==> config.mk <==
export PLATFORM = sky130hd
export DESIGN_NAME = smw_ctrl
export DESIGN_NICKNAME = d
export VERILOG_FILES = /design/src/core/smw_pkg.sv /design/src/core/smw_ctrl.sv /design/src/core/smw_wait_sync.sv
export VERILOG_INCLUDE_DIRS = /design/src /design/src/core
export SDC_FILE = /design/constraint.sdc
export NUM_CORES = 1
export LEC_CHECK = 0
export BUFFER_PORTS_ARGS = -buffer_cell sky130_fd_sc_hd__buf_2
export CORE_UTILIZATION = 38
export CTS_CLUSTER_DIAMETER = 80
export CTS_CLUSTER_SIZE = 8
export DETAILED_ROUTE_END_ITERATION = 10
export HOLD_SLACK_MARGIN = 0.03
export SETUP_SLACK_MARGIN = 0.3
export SYNTH_ARGS = -nofsm -noshare
export SYNTH_HDL_FRONTEND = slang
export SYNTH_SLANG_ARGS = --single-unit
==> constraint.sdc <==
create_clock -name clk_i -period 8.8 [get_ports clk_i]
set_input_delay 0.44 -clock clk_i [delete_from_list [all_inputs] [get_ports clk_i]]
set_output_delay 0.44 -clock clk_i [all_outputs]
set_load 0.05 [all_outputs]
==> src/core/smw_map.svh <==
// Constants for the static memory wait-state control block
`ifndef SMW_MAP_SVH
`define SMW_MAP_SVH

`define SMW_EXW_OFF 2'h0
`define SMW_EXW_FROZEN 2'h2
`define SMW_EXW_READY 2'h3

`define SMW_SLOW_RD_SETUP 6'h01
`define SMW_SLOW_RD_PULSE 6'h01
`define SMW_SLOW_CS_RD_SETUP 6'h00
`define SMW_SLOW_CS_RD_PULSE 6'h02
`define SMW_SLOW_RD_CYCLE 7'h02
`define SMW_SLOW_WR_SETUP 6'h01
`define SMW_SLOW_WR_PULSE 6'h01
`define SMW_SLOW_CS_WR_SETUP 6'h00
`define SMW_SLOW_CS_WR_PULSE 6'h03
`define SMW_SLOW_WR_CYCLE 7'h03

`define SMW_TDF_MAX 4'hf

`endif

==> src/core/smw_pkg.sv <==
// Types for the static memory wait-state control block
package smw_pkg;

  typedef struct packed {
    logic [5:0] strobe_setup;
    logic [5:0] strobe_pulse;
    logic [5:0] cs_setup;
    logic [5:0] cs_pulse;
    logic [6:0] cycle_len;
  } smw_timing_t;

  typedef struct packed {
    smw_timing_t rd;
    smw_timing_t wr;
    logic [1:0] ext_wait_mode_sel;
    logic [3:0] tdf_cycles;
    logic tdf_opt;
    logic read_ctrl_sel;
  } smw_cfg_t;

  typedef struct packed {
    logic valid;
    logic write;
    logic [2:0] cs;
  } smw_req_t;

  typedef enum logic [2:0] {
    SMW_IDLE = 3'b000,
    SMW_ACCESS = 3'b001,
    SMW_SUSPEND = 3'b010,
    SMW_FLOAT = 3'b011,
    SMW_GAP = 3'b100
  } smw_state_t;

endpackage

==> src/core/smw_ctrl.sv <==
// Access sequencer with float, external wait and slow clock waveforms
`timescale 1ns/1ps
`default_nettype none
`include "smw_map.svh"
module smw_ctrl
  import smw_pkg::*;
(
  // Clock and reset
  input wire logic clk_i,
  input wire logic nrst_i,
  // Configuration of the selected chip select
  input wire smw_cfg_t cfg_i,
  input wire logic slow_clk_i,
  // Access request
  input wire smw_req_t req_i,
  output logic req_ready_o,
  output logic busy_o,
  // External memory pins
  input wire logic ext_wait_n_i,
  output logic read_strobe_n_o,
  output logic write_strobe_n_o,
  output logic [7:0] chip_sel_n_o,
  // Status
  output logic slow_active_o,
  output logic suspended_o
);
  smw_state_t state, next_state;
  smw_timing_t tim, next_tim;
  logic [6:0] cnt, next_cnt;
  logic [3:0] fcnt, next_fcnt;
  logic wr, next_wr;
  logic [2:0] cs, next_cs;
  smw_cfg_t lcfg, next_lcfg;
  logic rd_n, next_rd_n;
  logic we_n, next_we_n;
  logic [7:0] cs_n, next_cs_n;
  logic last_rd, next_last_rd;
  logic slow_used, next_slow_used;
  logic [1:0] mode, next_mode;
  logic [2:0] gap, next_gap;
  logic [3:0] rd_rise, next_rd_rise;
  logic [3:0] cs_rise, next_cs_rise;
  logic wait_n;
  logic [6:0] s_end, p_end, c_end, cs_s_end, cs_p_end;
  logic in_pulse, last_pulse, frozen;
  logic [3:0] tdf_left;
  logic [3:0] ref_rise;

  smw_wait_sync u_sync (
    .clk_i(clk_i),
    .nrst_i(nrst_i),
    .ext_wait_n_i(ext_wait_n_i),
    .ext_wait_n_o(wait_n)
  );

  always_comb begin
    s_end = {1'b0, tim.strobe_setup};
    p_end = 7'(s_end + {1'b0, tim.strobe_pulse});
    cs_s_end = {1'b0, tim.cs_setup};
    cs_p_end = 7'(cs_s_end + {1'b0, tim.cs_pulse});
    c_end = tim.cycle_len;
    in_pulse = (state == SMW_ACCESS) && (cnt >= s_end) && (cnt < p_end);
    last_pulse = in_pulse && (cnt == 7'(p_end - 7'h01));
    frozen = (mode == `SMW_EXW_FROZEN) && in_pulse && !wait_n;
    ref_rise = lcfg.read_ctrl_sel ? rd_rise : cs_rise;
    tdf_left = (ref_rise >= lcfg.tdf_cycles) ? 4'h0 : 4'(lcfg.tdf_cycles - ref_rise);
  end

  always_comb begin
    next_state = state;
    next_tim = tim;
    next_cnt = cnt;
    next_fcnt = fcnt;
    next_wr = wr;
    next_cs = cs;
    next_rd_n = rd_n;
    next_we_n = we_n;
    next_cs_n = cs_n;
    next_last_rd = last_rd;
    next_slow_used = slow_used;
    next_mode = mode;
    next_gap = gap;
    next_rd_rise = rd_rise;
    next_cs_rise = cs_rise;
    next_lcfg = lcfg;
    req_ready_o = 1'b0;
    case (state)
      SMW_IDLE: begin
        req_ready_o = 1'b1;
        if (req_i.valid) begin
          // Idle cycles owed before this request
          next_gap = 3'h0;
          if (last_rd && req_i.write) begin
            next_gap = 3'(next_gap + 3'h1);
          end
          if (slow_used != slow_clk_i) begin
            next_gap = 3'(next_gap + 3'h1);
          end
          if (next_gap != 3'h0) begin
            req_ready_o = 1'b0;
            next_state = SMW_GAP;
            next_slow_used = slow_clk_i;
          end else begin
            next_state = SMW_ACCESS;
            next_cnt = 7'h00;
            next_wr = req_i.write;
            next_cs = req_i.cs;
            next_slow_used = slow_clk_i;
            next_mode = slow_clk_i ? `SMW_EXW_OFF : cfg_i.ext_wait_mode_sel;
            if (slow_clk_i) begin
              // Fixed waveforms latched for the whole transfer
              next_tim = req_i.write ?
                {`SMW_SLOW_WR_SETUP, `SMW_SLOW_WR_PULSE, `SMW_SLOW_CS_WR_SETUP, `SMW_SLOW_CS_WR_PULSE,
                 `SMW_SLOW_WR_CYCLE} :
                {`SMW_SLOW_RD_SETUP, `SMW_SLOW_RD_PULSE, `SMW_SLOW_CS_RD_SETUP, `SMW_SLOW_CS_RD_PULSE,
                 `SMW_SLOW_RD_CYCLE};
            end else begin
              next_tim = req_i.write ? cfg_i.wr : cfg_i.rd;
            end
            // Float settings held with the transfer they belong to
            next_lcfg = cfg_i;
            // Zero setup means the line falls in the first access cycle
            next_rd_n = !(!req_i.write && (next_tim.strobe_setup == 6'h00) && (next_tim.strobe_pulse != 6'h00));
            next_we_n = !(req_i.write && (next_tim.strobe_setup == 6'h00) && (next_tim.strobe_pulse != 6'h00));
            next_cs_n = 8'hff;
            if ((next_tim.cs_setup == 6'h00) && (next_tim.cs_pulse != 6'h00)) begin
              next_cs_n[req_i.cs] = 1'b0;
            end
          end
        end
      end
      SMW_GAP: begin
        next_gap = 3'(gap - 3'h1);
        next_last_rd = 1'b0;
        if (gap == 3'h1) begin
          next_state = SMW_IDLE;
        end
      end
      SMW_ACCESS: begin
        if (!frozen) begin
          if (last_pulse && (mode == `SMW_EXW_READY) && !wait_n) begin
            next_state = SMW_SUSPEND;
          end else begin
            next_cnt = 7'(cnt + 7'h01);
            next_rd_n = !(!wr && (next_cnt >= s_end) && (next_cnt < p_end));
            next_we_n = !(wr && (next_cnt >= s_end) && (next_cnt < p_end));
            next_cs_n = 8'hff;
            if ((next_cnt >= cs_s_end) && (next_cnt < cs_p_end)) begin
              next_cs_n[cs] = 1'b0;
            end
            // Cycles elapsed since each strobe went high
            next_rd_rise = (next_cnt >= p_end) ? 4'(next_cnt - p_end) : 4'h0;
            next_cs_rise = (next_cnt >= cs_p_end) ? 4'(next_cnt - cs_p_end) : 4'h0;
            if (next_cnt >= c_end) begin
              next_rd_n = 1'b1;
              next_we_n = 1'b1;
              next_cs_n = 8'hff;
              next_last_rd = !wr;
              next_state = SMW_IDLE;
              // The idle cycle before the next take counts as a float cycle
              if (!wr && !lcfg.tdf_opt && (tdf_left > 4'h2)) begin
                next_fcnt = 4'(tdf_left - 4'h2);
                next_state = SMW_FLOAT;
              end
            end
          end
        end
      end
      SMW_SUSPEND: begin
        if (wait_n) begin
          next_state = SMW_ACCESS;
          next_cnt = 7'(cnt + 7'h01);
          next_rd_n = !(!wr && (next_cnt < p_end));
          next_we_n = !(wr && (next_cnt < p_end));
        end
      end
      SMW_FLOAT: begin
        next_fcnt = 4'(fcnt - 4'h1);
        if (fcnt == 4'h1) begin
          next_state = SMW_IDLE;
        end
      end
      default: begin
        next_state = SMW_IDLE;
      end
    endcase
  end

  always_ff @(posedge clk_i or negedge nrst_i) begin
    if (!nrst_i) begin
      state <= SMW_IDLE;
      tim <= '0;
      cnt <= 7'h00;
      fcnt <= 4'h0;
      wr <= 1'b0;
      cs <= 3'h0;
      rd_n <= 1'b1;
      we_n <= 1'b1;
      cs_n <= 8'hff;
      last_rd <= 1'b0;
      slow_used <= 1'b0;
      mode <= `SMW_EXW_OFF;
      gap <= 3'h0;
      rd_rise <= 4'h0;
      cs_rise <= 4'h0;
      lcfg <= '0;
    end else begin
      state <= next_state;
      tim <= next_tim;
      cnt <= next_cnt;
      fcnt <= next_fcnt;
      wr <= next_wr;
      cs <= next_cs;
      rd_n <= next_rd_n;
      we_n <= next_we_n;
      cs_n <= next_cs_n;
      last_rd <= next_last_rd;
      slow_used <= next_slow_used;
      mode <= next_mode;
      gap <= next_gap;
      rd_rise <= next_rd_rise;
      cs_rise <= next_cs_rise;
      lcfg <= next_lcfg;
    end
  end

  assign read_strobe_n_o = rd_n;
  assign write_strobe_n_o = we_n;
  assign chip_sel_n_o = cs_n;
  assign busy_o = (state != SMW_IDLE);
  assign slow_active_o = slow_used;
  assign suspended_o = (state == SMW_SUSPEND) || frozen;
endmodule
`default_nettype wire

==> src/core/smw_wait_sync.sv <==
// Two-stage synchroniser for the external wait input
`timescale 1ns/1ps
`default_nettype none
module smw_wait_sync (
  // Clock and reset
  input wire logic clk_i,
  input wire logic nrst_i,
  // Wait pin and synchronised level
  input wire logic ext_wait_n_i,
  output logic ext_wait_n_o
);
  logic stage1;
  logic stage2;

  always_ff @(posedge clk_i or negedge nrst_i) begin
    if (!nrst_i) begin
      stage1 <= 1'b1;
      stage2 <= 1'b1;
    end else begin
      stage1 <= ext_wait_n_i;
      stage2 <= stage1;
    end
  end

  assign ext_wait_n_o = stage2;
endmodule
`default_nettype wire

-- Yosys cells after proc, flatten, opt, wreduce, memory -nomap -nowiden
Index checks and enable logic that the tools add are counted.
- div/mod/pow operators: 0
- eq/ne operators: 20
- multipliers: 0
- reduce and logical (&&, ||, !) cells: 56
- bitwise gates (word level): 5
- shifts and indexed selects: 0
- mux-type cells: 73
- $lt $le $gt $ge: 15
- add/sub/neg operators: 11
- operator list (cell ; count):
    31-bit two-way mux ; 5
    8-bit two-way mux ; 8
    3-bit two-way mux ; 14
    7-bit two-way mux ; 5
    4-bit two-way mux ; 8
    1-bit logical AND ; 24
    7-bit by 6-bit greater-or-equal comparator with 1-bit output ; 3
    7-bit greater-or-equal comparator ; 3
    7-bit less-than comparator ; 3
    1-bit two-way mux ; 21
    7-bit one-hot mux with 3 select lines ; 1
    8-bit NOT ; 2
    8-bit one-hot mux with 2 select lines ; 1
    3-bit one-hot mux with 5 select lines ; 1
    6-bit by 6-bit adder with 7-bit output ; 2
    6-bit zero test ; 2
    2-bit inequality test, second input constant ; 6
    6-bit AND reduction ; 2
    6-bit nonzero test ; 2
    4-bit subtractor ; 3
    1-bit zero test ; 10
    5-bit AND reduction ; 2
    3-bit nonzero test ; 3
    3-bit by 4-bit less-than comparator with 1-bit output, second input constant ; 2
    other kinds (31) ; 47
- register bits after elaboration: 82
- latch bits: 0
- memories kept: 0
- ROM bits: 0
- logic and storage cells: 204
- bits in writable memories: 0
- output and inout bits: 14
- input bits: 79

-- Logic depth before layout (Yosys ltp)
Gate-level depths: netlist (run 1).
- word-level depth: 19
- mapped depth: 15
- gate-level depth less buffers: 14

-- Cells and area by module
From an unflattened synthesis (run 1), not the netlist that was laid out.
- cells, all modules: 696
- area, all modules: 6502.5 µm²
- modules (own cells, without submodules) (module ; instances ; cells each ; area each (µm²)):
    smw_ctrl ; 1 ; 694 ; 6449.9
    smw_wait_sync ; 1 ; 2 ; 52.6

-- Worst setup path before layout (run 1)
No wires, ideal clock.
- kind: reg2out
- start: reg tim[21] (netlist bit)
- end: out suspended_o
- slack: 5123 ps
- stages on the path, launching flop included: 14
- arrival: 3237 ps
- cell sequence: dfrtp_1 ha_1 or2_2 a21o_1 and2_4 inv_1 ha_1 a21oi_1 o21ai_0 maj3_1 maj3_1 a21o_2 nor2_1 a21o_1
- cells in the longest elaborated chain, start to end: 6
- ends and longest elaborated chain (what ; RTL line ; text):
    start: declaration ; smw_ctrl.sv:28 ; smw_timing_t tim, next_tim;
    start signal: assignment ; smw_ctrl.sv:209 ; tim <= next_tim;
    6-bit by 6-bit adder with 7-bit output ; smw_ctrl.sv:58 ; p_end = 7'(s_end + {1'b0, tim.strobe_pulse});
    7-bit less-than comparator ; smw_ctrl.sv:62 ; in_pulse = (state == SMW_ACCESS) && (cnt >= s_end) && (cnt < p_end);
    1-bit logical AND ; smw_ctrl.sv:62 ;
    1-bit logical AND (2 in a row) ; smw_ctrl.sv:64 ; frozen = (mode == `SMW_EXW_FROZEN) && in_pulse && !wait_n;
    1-bit logical OR ; smw_ctrl.sv:232 ; assign suspended_o = (state == SMW_SUSPEND) || frozen;
    end: declaration ; smw_ctrl.sv:25 ; output logic suspended_o
No other way between the ends.

-- Worst setup path after layout (run 1)
- start: reg tim, in the netlist s_end[2]
- end: out suspended_o
- cells in the longest elaborated chain, start to end: 6
- elaborated cells between the ends (all ways): 8
- those cells by class: 1 x add/sub; 2 x order compare; 5 x reduce/logical
- ends and longest elaborated chain (what ; RTL line):
    6-bit by 6-bit adder with 7-bit output / 7-bit by 6-bit greater-or-equal comparator with 1-bit output (equally long branches) ; smw_ctrl.sv:58, smw_ctrl.sv:62
    7-bit less-than comparator / 1-bit logical AND (equally long branches) ; smw_ctrl.sv:62
    1-bit logical AND * ; smw_ctrl.sv:62
    1-bit logical AND * (2 in a row) ; smw_ctrl.sv:64
    1-bit logical OR * ; smw_ctrl.sv:232
Mark *: on every way between the ends. The rest lies on a longest branch, timed or not.

==> results.json, run 1 <==
{
  "dpl.cell_count": 977,
  "die_h_microns": 131.6,
  "clock-sinks": 82,
  "rsz0062_at_grt": "no",
  "drive_gt1_share_pct": 21.19,
  "switching_share_pct": 46.99,
  "wire_per_inst_microns": 15.79,
  "yosysTopAreaCell": "dfrtp_1",
  "root_buffer": "clkbuf_16",
  "firstDrtPassIters": 4,
  "grt_pass1_wl_mm": 26.32,
  "intPower_mw": 1.391,
  "p_leak_nw": 3.425,
  "min_from": "ext_wait_n_i",
  "drv_cap": 0,
  "gp_congestion": 0.8435,
  "worstPathRequired_ns": 8.36,
  "start_util_pct": 38.75,
  "syn_to_final_growth_pct": 15.43,
  "hold_class": "input pin to flop",
  "cts-resized-gates": 0,
  "track_usage_pct": 19.34,
  "cts_made_buffers": 9,
  "critPathKind": "flop to primary output",
  "die_x_microns": 131.6,
  "cts_max_level": 3,
  "synthCells": 686,
  "vias": 5253,
  "worst_slew_pin_slew_ns": 0.8448,
  "worstPathArrival_ns": 3.81,
  "ys_warn_count": 0,
  "layoutNonFillerInstCount": 994,
  "finalClockSkew_ns": 0.007660,
  "setup-violations-final": 0,
  "ys_types": 72,
  "drtIter0Drc": 247,
  "total_power_mw": 2.625,
  "dp_hpwl_mm": 12.01,
  "end_kind": "primary output",
  "synth_area_sq_mm": 0.006380,
  "ys_seq_elements": 82,
  "reg2reg_from": "s_end[2]",
  "routed_wirelength_mm": 15.70,
  "power.net_switching_mw": 1.233,
  "synth.avg_cell_area_sq_um": 9.300,
  "diodes": 0,
  "viasPerCell": 5.285,
  "seq_power_share_pct": 25.3,
  "slew_violations": 0,
  "cts_tree": "yes",
  "num-nets-final": 920,
  "antenna_left": 0,
  "clkTransAtPathRegs_ns": 0.07,
  "critPathLaunchType": "flop",
  "synth_edf_count": 0,
  "final-hold-violation-count": 0,
  "grt_pass1_vias": 5115,
  "clkPwrFrac_pct": 14.4,
  "synth-async-reset-ratio_pct": 100.0,
  "min_period_ns": 4.249,
  "row_count": 47,
  "crit_start": "s_end[2]",
  "place_ws_ns": 4.910,
  "synth_nets": 837,
  "ys_seq_area_share_pct": 32.40,
  "layout_setup_ws_ns": 4.551,
  "finalCritPeriodShare_pct": 48.28,
  "die-area_sq_mm": 0.01731,
  "synth_area_leaders": "dfrtp_1 27%, ha_1 13%, mux2i_1 5.6%",
  "antenna_found_initial": 0,
  "ir_worst_vdd_v": 0.0001987,
  "power.share.combinational_pct": 60.3,
  "core_region_area_sq_mm": 0.01647,
  "clk_latency_ns": 0.36,
  "status": "complete, no violations",
  "power_per_cell_area_mw_per_mm2": 356.4,
  "reg2reg_depth": 14,
  "portBuffers": 92,
  "yosys_most_used_dff": "dfrtp_1",
  "route.detailed.drc": 0,
  "top_level_ports": 93,
  "grt-ovfl-total": 0,
  "holdWs_ns": 0.1882,
  "path_max_fanout": 5,
  "cts.path.max_buffers": 2,
  "worstHoldPathCells": 1,
  "fmax_mhz": 235.3,
  "grt_max_degree": 77,
  "finalSetupTns_ns": 0,
  "slew_headroom_pct": 43.25,
  "synth_top_area_share_pct": 27.46
}
## per-stage QoR
stage	cell area [sq um]	utilization, %
floorplan	6380	-
global placement	7058	42.86
detailed placement	7058	42.86
CTS	7365	44.73
global route	7365	44.73
finish	7365	44.73
## synthesized netlist by cell type (12+ instances only)
library cell	n
dfrtp_1	70
clkbuf_1	22
nor2_1	36
mux2_2	26
xnor2_1	18
a21o_1	14
nor3_1	15
mux2i_1	36
ha_1	67
nand3_1	17
a21oi_1	28
o31ai_1	26
nand2_1	63
o21ai_0	36
dfstp_2	12
inv_1	51
nand2b_1	12
## what timing repair did
| item | in CTS | in global routing |
|---|---|---|
| hold buffers | 1 | 0 |
| setup buffers | 0 | 0 |
| endpoints found under the hold margin | 28 | 0 |
## cell type report
class | count | area (sq um)
Fill cell | 1651 | 9101
Inverter | 51 | 191.4
Tap cell | 220 | 275.3
Timing Repair Buffer | 98 | 510.5
Sequential cell | 82 | 2067
Clock buffer | 9 | 225.2
Clock inverter | 7 | 71.32
Multi-Input combinational cell | 527 | 4024
## routing by layer
layer / vias up / routed length, microns / GRT usage (%)
li1: 2678 / - / -
met1: 2453 / 7640 / 26.44
met2: 105 / 7124 / 30.72
met3: 17 / 671 / 3.048
met4: 0 / 261 / 7.041
met5: - / 0 / 0
## registers in the layout, indices dropped and copies added (netlist names), 2 cells and up
name and cells:
tim 12, chip_sel_n_o 8, c_end 7, cnt 7, cs_s_end 6, lcfg 6
s_end 6, cs_rise 4, fcnt 4, rd_rise 4, cs 3, gap 3
state 3, mode 2
## power groups by stage
stage	combinational [mW]	sequential, mW	clock [mW]
final	1.58	0.663	0.379
after global placement	1.57	0.668	0
after floorplan	1.18	0.678	0
after CTS	1.59	0.664	0.391
after global routing	1.78	0.686	0.409
after detailed placement	1.58	0.671	0
## critical path: stages (launching register included)
cell and delay (ns):
dfrtp_1 0.40, ha_1 0.34, or2_2 0.30, a21o_1 0.19
and2_4 0.17, inv_1 0.08, ha_1 0.24, a21oi_1 0.13
o21ai_0 0.11, maj3_1 0.36, maj3_1 0.35, a21o_2 0.27
nor2_1 0.13, a21o_1 0.13, buf_2 0.27
## path summary, 6_finish.rpt
path / to / slack (ns)
setup reg to reg: cnt[1] / 4.91
hold / removal: u_sync.stage1 / 0.19
max in group asynchronous: cs_s_end[0] / 7.20
hold reg to reg: u_sync.ext_wait_n_o / 0.37
min in group asynchronous: tim[24] / 0.56
setup / recovery: suspended_o / 4.55
## placed cells by master (no fill, tap or decap), drive strengths merged, types with 7 or more instances in the layout
| master | netlist | layout |
|---|---|---|
| a21o | 15 | 15 |
| clkbuf | 22 | 9 |
| nor3 | 15 | 15 |
| a211oi | 8 | 8 |
| o31ai | 26 | 26 |
| dfstp | 12 | 12 |
| mux2 | 26 | 26 |
| o21ai | 37 | 37 |
| or4 | 8 | 8 |
| xor2 | 8 | 8 |
| nand2b | 12 | 12 |
| dfrtp | 70 | 70 |
| xnor2 | 18 | 18 |
| a31oi | 7 | 7 |
| nand2 | 64 | 64 |
| ha | 67 | 67 |
| inv | 51 | 54 |
| buf | 4 | 97 |
| nor2b | 10 | 10 |
| nand3 | 17 | 17 |
| mux2i | 36 | 36 |
| a21oi | 29 | 29 |
| nor2 | 36 | 36 |
## logic make-up after synthesis
| kind of cell | share of synthesized area, % |
|---|---|
| compound gates | 17.51 |
| xor+xnor | 3.922 |
| mux | 10.24 |
| fa+ha+maj | 15.34 |
| flops | 32.40 |
| buf+inv | 4.609 |
| simple gates | 15.98 |
Note: power is estimated with default switching activity, not from simulation.
==> run 2: changes to the inputs <==
ABC_AREA = 1   (was not set)
clock period = 3.55 ns   (was 8.8 ns; I/O delays follow)
==> run 2 against run 1 <==
Effect of this change:
- synthesized cell count up 34%
- non-clock buffer count up 17
- worst hold slack worse by 0.16 ns
- design area is 4.6% higher
- clock skew is 0.0010 ns higher
- critical endpoint unchanged
- critical path depth is 3 higher
- clock power rose to 2.6 times the previous value
- final cell count increased by 25%
- setup slack got worse by 4.1 ns
==> results.json, run 2 <==
{
  "critPathLaunchType": "flop",
  "path_buf_inv": 3,
  "grt_pass1_wl_mm": 28.73,
  "slew_headroom_pct": 28.32,
  "total_power_mw": 7.502,
  "cts.path.max_buffers": 2,
  "multiInputGateArea_sq_mm": 0.003984,
  "ys_seq_area_share_pct": 31.57,
  "regArea_sq_mm": 0.002067,
  "ir_worst_vdd_v": 0.0003202,
  "synthCells": 918,
  "track_usage_pct": 20.38,
  "num-nets-final": 1170,
  "critPathSlowestCell": "dfrtp_1",
  "top_register": "tim",
  "diodes": 0,
  "final-hold-violation-count": 0,
  "start_util_pct": 39.20,
  "synth.avg_cell_area_sq_um": 7.132,
  "dpl_cell_area_sq_mm": 0.007242,
  "drtIter0Drc": 355,
  "antenna_left": 0,
  "p_leak_nw": 4.105,
  "final_area_sq_mm": 0.007702,
  "cts_tree": "yes",
  "synthMuxAreaShare_pct": 0.6306,
  "root_buffer": "clkbuf_16",
  "routed_wirelength_mm": 17.00,
  "synth_compound_area_share_pct": 11.58,
  "antenna_found_initial": 0,
  "clock-sinks": 82,
  "final_core_utilization_pct": 46.12,
  "synth_nets": 1069,
  "dpl.cell_count": 1215,
  "drive_gt1_share_pct": 16.21,
  "die-area_sq_mm": 0.01776,
  "worst_slew_pin_slew_ns": 1.075,
  "firstDrtPassIters": 4,
  "route.detailed.drc": 0,
  "ys_types": 46,
  "synth-async-reset-ratio_pct": 100.0,
  "finalSetupTns_ns": 0,
  "synthSimpleGateAreaFrac_pct": 31.00,
  "wire_per_inst_microns": 13.67,
  "layout_setup_ws_ns": 0.4612,
  "grt_max_degree": 83,
  "synthAdderAreaFrac_pct": 14.33,
  "status": "complete, no violations",
  "holdWs_ns": 0.02806,
  "path_max_fanout": 5,
  "synth_most_common_cell": "nand2_1",
  "core_region_area_sq_mm": 0.01670,
  "largest_reg_flops": 12,
  "end_kind": "primary output",
  "portBuffers": 92,
  "synth_top_family_by_area": "simple AND/OR/NAND/NOR gates",
  "grt-ovfl-total": 0,
  "slowest_delay_ns": 0.43,
  "fmax_mhz": 323.8,
  "synth_area_sq_mm": 0.006548,
  "synth_top_area_share_pct": 26.75,
  "syn_to_final_growth_pct": 17.64,
  "clk_latency_ns": 0.35,
  "synth_xor_area_share_pct": 2.809,
  "worstPathRequired_ns": 3.37,
  "vias": 6105,
  "power_per_cell_area_mw_per_mm2": 974.0,
  "ys_warn_count": 0,
  "gp_congestion": 0.8676,
  "synth_edf_count": 0,
  "finalClockSkew_ns": 0.008692,
  "path_cells": "ha_4 -> inv_1 -> fa_1 -> inv_2 -> nand2_1 -> nand2_2 -> ha_1 -> a21oi_1 -> nand2_1 -> a21oi_1 -> nand2_1 -> nand2_1 -> nand2_2 -> a21oi_4 -> nand2_4 -> nand2_2 -> buf_6",
  "ys_seq_elements": 82,
  "synthTopCellsByCount": "255 x nand2_1, 106 x nor2_1, 102 x inv_1",
  "fillers": 1723,
  "die_h_microns": 133.3,
  "drv_cap": 0,
  "place_ws_ns": 0.5022,
  "synth_area_leaders": "dfrtp_1 27%, nand2_1 15%, ha_1 13%",
  "grt_pass1_vias": 5901,
  "setup-violations-final": 0,
  "cts_made_buffers": 9,
  "layoutNonFillerInstCount": 1244,
  "cts_max_level": 3,
  "yosys_most_used_dff": "dfrtp_1",
  "final_common_cell": "nand2_1",
  "die_x_microns": 133.3,
  "dp_hpwl_mm": 13.13,
  "cp_common_cell": "nand2_1",
  "min_period_ns": 3.089,
  "viasPerCell": 4.908,
  "yosysTopAreaCell": "dfrtp_1",
  "top_level_ports": 93,
  "clkTransAtPathRegs_ns": 0.07,
  "layout_common_cells": "254 x nand2_1, 105 x nor2_1, 101 x inv_1",
  "crit_family": "adder cells",
  "row_count": 47,
  "critPathKind": "flop to primary output",
  "worstPathArrival_ns": 2.91,
  "rsz0062_at_grt": "yes",
  "hold_class": "input pin to asynchronous set/reset pin",
  "slew_violations": 0,
  "finalCritPeriodShare_pct": 87.01
}
run 2: cell type report:
cell class | count | area share, %
clock inverter | 5 | 0.5036
inverter | 108 | 5.296
clock buffer | 11 | 3.574
tap | 220 | 3.574
multi-input combinational | 703 | 51.72
sequential | 82 | 26.84
timing repair buffer | 115 | 8.496
run 2: path summary, 6_finish.rpt:
check | start | end | slack (ns) | depth (start not counted)
max in group asynchronous | nrst_i | tim[19] | 2.84 | 1
min reg2reg | u_sync.stage1 | u_sync.ext_wait_n_o | 0.36 | 0
max | s_end[0] | suspended_o | 0.46 | 17
max reg2reg | cnt[1] | fcnt[2] | 0.51 | 16
min in group clk_i | cfg_i[2] | lcfg[2] | 0.04 | 3
min | nrst_i | slow_active_o | 0.03 | 1
run 2: what timing repair did:
action | in CTS | in global routing
setup endpoints to repair | 1 | 32
endpoints found under the hold margin | 5 | 0
pin swaps | 1 | 2
hold buffers | 5 | 0
buffers inserted | 1 | 7
resized for setup | 2 | 6
run 2: cells by family after synthesis:
logic type	Yosys count
compound gates	137
buf+inv	133
simple gates	469
fa+ha+maj	72
xor+xnor	21
flops	82
mux	4
run 2: worst reg2reg max path: stages (launching register included):
cell and delay (ns):
dfrtp_1 0.37, ha_1 0.22, nand3_1 0.13, nor3_1 0.20, xor2_1 0.29, buf_4 0.21
ha_1 0.26, nand2_1 0.10, inv_1 0.04, nand4_1 0.08, o2111ai_1 0.17, nor2_1 0.37
nor2_1 0.13, nand3_4 0.12, nand2_1 0.11, nand2_1 0.08, nand2_1 0.05
run 2: routing by layer:
layer | GRT usage, % | vias up | routed length, microns
met4 | 6.124 | 0 | 280
met2 | 34.58 | 101 | 7888
li1 | - | 3212 | -
met1 | 26.78 | 2773 | 8351
met3 | 2.892 | 19 | 480
met5 | 0 | - | 0
run 2: where the power goes:
group	internal [mW]	total, mW	leakage, nW	switching [mW]
Clock	0.567	0.993	0.158	0.426
Sequential	1.38	1.68	1.03	0.303
Combinational	1.74	4.83	2.91	3.09
Total	3.68	7.50	4.10	3.82
==> run 3: changes to the inputs <==
PLACE_DENSITY_LB_ADDON = 0.05   (was not set)
==> run 3 against run 2 <==
Effect of this change:
- the run now ends with hold timing left
- sequential cell count unchanged
- worst hold slack got worse by 0.040 ns
- sequential share of layout area about the same
- setup slack improved by 0.028 ns
- final cell count increased by 0.24%
- die area unchanged
==> results.json, run 3 (synthesis results as in run 2) <==
{
  "cp_common_cell": "nand2_1",
  "grt_pass1_vias": 5837,
  "path_cells": "ha_4 -> inv_1 -> fa_1 -> inv_2 -> nand2_1 -> nand2_2 -> ha_1 -> a21oi_2 -> nand2_1 -> a21oi_1 -> nand2_1 -> nand2_1 -> nand2_2 -> a21oi_4 -> nand2_4 -> nand2_2 -> buf_8",
  "power_per_cell_area_mw_per_mm2": 968.1,
  "critPathKind": "flop to primary output",
  "final-hold-violation-count": 4,
  "clkTransAtPathRegs_ns": 0.06,
  "final_area_sq_mm": 0.007696,
  "multiInputGateArea_sq_mm": 0.003994,
  "final_core_utilization_pct": 46.08,
  "reg2reg_to": "read_strobe_n_o",
  "min_period_ns": 3.061,
  "slowest_delay_ns": 0.40,
  "dpl.cell_count": 1217,
  "worstPathRequired_ns": 3.37,
  "drv_cap": 0,
  "violations": "hold timing",
  "place_ws_ns": 0.4515,
  "grt_pass1_wl_mm": 30.45,
  "dpl_cell_area_sq_mm": 0.007257,
  "viasPerCell": 4.887,
  "worst_slew_pin_slew_ns": 1.060,
  "drive_gt1_share_pct": 16.65,
  "layoutNonFillerInstCount": 1247,
  "top_level_ports": 93,
  "fmax_mhz": 326.7,
  "dp_hpwl_mm": 14.01,
  "holdWs_ns": -0.01219,
  "diodes": 0,
  "layout_setup_ws_ns": 0.4891,
  "drtIter0Drc": 281,
  "fillers": 1796,
  "syn_to_final_growth_pct": 17.54,
  "grt-ovfl-total": 0,
  "vias": 6094,
  "reg2reg_from": "s_end[0]",
  "status": "finished with violations",
  "slew_violations": 0,
  "track_usage_pct": 22.00,
  "clk_latency_ns": 0.35,
  "regArea_sq_mm": 0.002067,
  "worstPathArrival_ns": 2.88,
  "total_power_mw": 7.451,
  "reg2reg_depth": 20,
  "die_x_microns": 133.3,
  "critPathSlowestCell": "dfrtp_1",
  "portBuffers": 92,
  "p_leak_nw": 4.087,
  "finalSetupTns_ns": 0,
  "path_max_fanout": 4,
  "setup-violations-final": 0,
  "largest_reg_flops": 12,
  "route.detailed.drc": 0,
  "routed_wirelength_mm": 18.49,
  "cts_max_level": 3,
  "clock-sinks": 82,
  "antenna_found_initial": 0,
  "cts.path.max_buffers": 2,
  "start_util_pct": 39.20,
  "cts_made_buffers": 9,
  "ir_worst_vdd_v": 0.0003332,
  "row_count": 47,
  "r2r_slack_ns": 0.53,
  "layout_common_cells": "253 x nand2_1, 105 x nor2_1, 101 x inv_1",
  "grt_max_degree": 76,
  "slew_headroom_pct": 29.33,
  "final_common_cell": "nand2_1",
  "critPathLaunchType": "flop",
  "rsz0062_at_grt": "no",
  "cts_tree": "yes",
  "top_register": "tim",
  "core_region_area_sq_mm": 0.01670,
  "finalCritPeriodShare_pct": 86.22,
  "die_h_microns": 133.3,
  "wire_per_inst_microns": 14.83,
  "crit_family": "adder cells",
  "end_kind": "primary output",
  "path_buf_inv": 3,
  "hold_class": "input pin to asynchronous set/reset pin",
  "die-area_sq_mm": 0.01776,
  "num-nets-final": 1173,
  "firstDrtPassIters": 5,
  "root_buffer": "clkbuf_16",
  "gp_congestion": 0.8315,
  "antenna_left": 0,
  "finalClockSkew_ns": 0.008019
}
-- run 3: worst register-to-register path: cells and delay by family (launching register included) --
| family | cells | cell delay (ns) |
|---|---|---|
| simple gates | 10 | 0.96 |
| fa+ha+maj | 3 | 0.81 |
| compound gates | 3 | 0.43 |
| flops | 1 | 0.40 |
| buf+inv | 4 | 0.36 |
-- run 3: layout make-up --
class                      count  area share (%)
clock inverter                 4          0.3577
timing repair buffer         118           8.812
sequential                    82           26.86
clock buffer                  12           3.203
inverter                     108           5.300
multi-input combinational    703           51.89
tap                          220           3.577
-- run 3: how the worst max path moves through the flow --
stage / depth (start not counted) / endpoint / startpoint / slack [ns]
finish: 17 / suspended_o / s_end[0] / 0.49
global route: 17 / suspended_o / s_end[0] / 0.31
CTS: 17 / suspended_o / tim[19] / 0.34
detailed placement: 19 / fcnt[1] / s_end[0] / 0.45
global placement: 19 / fcnt[1] / s_end[0] / 0.52
floorplan: 15 / cs_rise[0] / cs_s_end[0] / 0.72
-- run 3: power breakdown --
group / internal [mW] / leakage [nW] / switching [mW]
clock network: 0.493 / 0.125 / 0.409
logic: 1.76 / 2.93 / 3.12
registers: 1.38 / 1.03 / 0.297
total: 3.63 / 4.09 / 3.82
-- run 3: repair_timing --
item | CTS | global route
pin swaps | 1 | 5
setup endpoints to repair | 1 | 32
hold endpoints to repair | 4 | 0
hold buffers | 4 | 0
setup buffers | 2 | 8
resized for setup | 2 | 10
-- run 3: layer usage --
layer / part of all wire [%] / up-vias / GRT usage (%)
met5: 0 / - / 0
met4: 0.72 / 0 / 4.167
met3: 2.5 / 10 / 3.653
met2: 48 / 80 / 37.33
met1: 49 / 2784 / 29.54
li1: - / 3220 / -
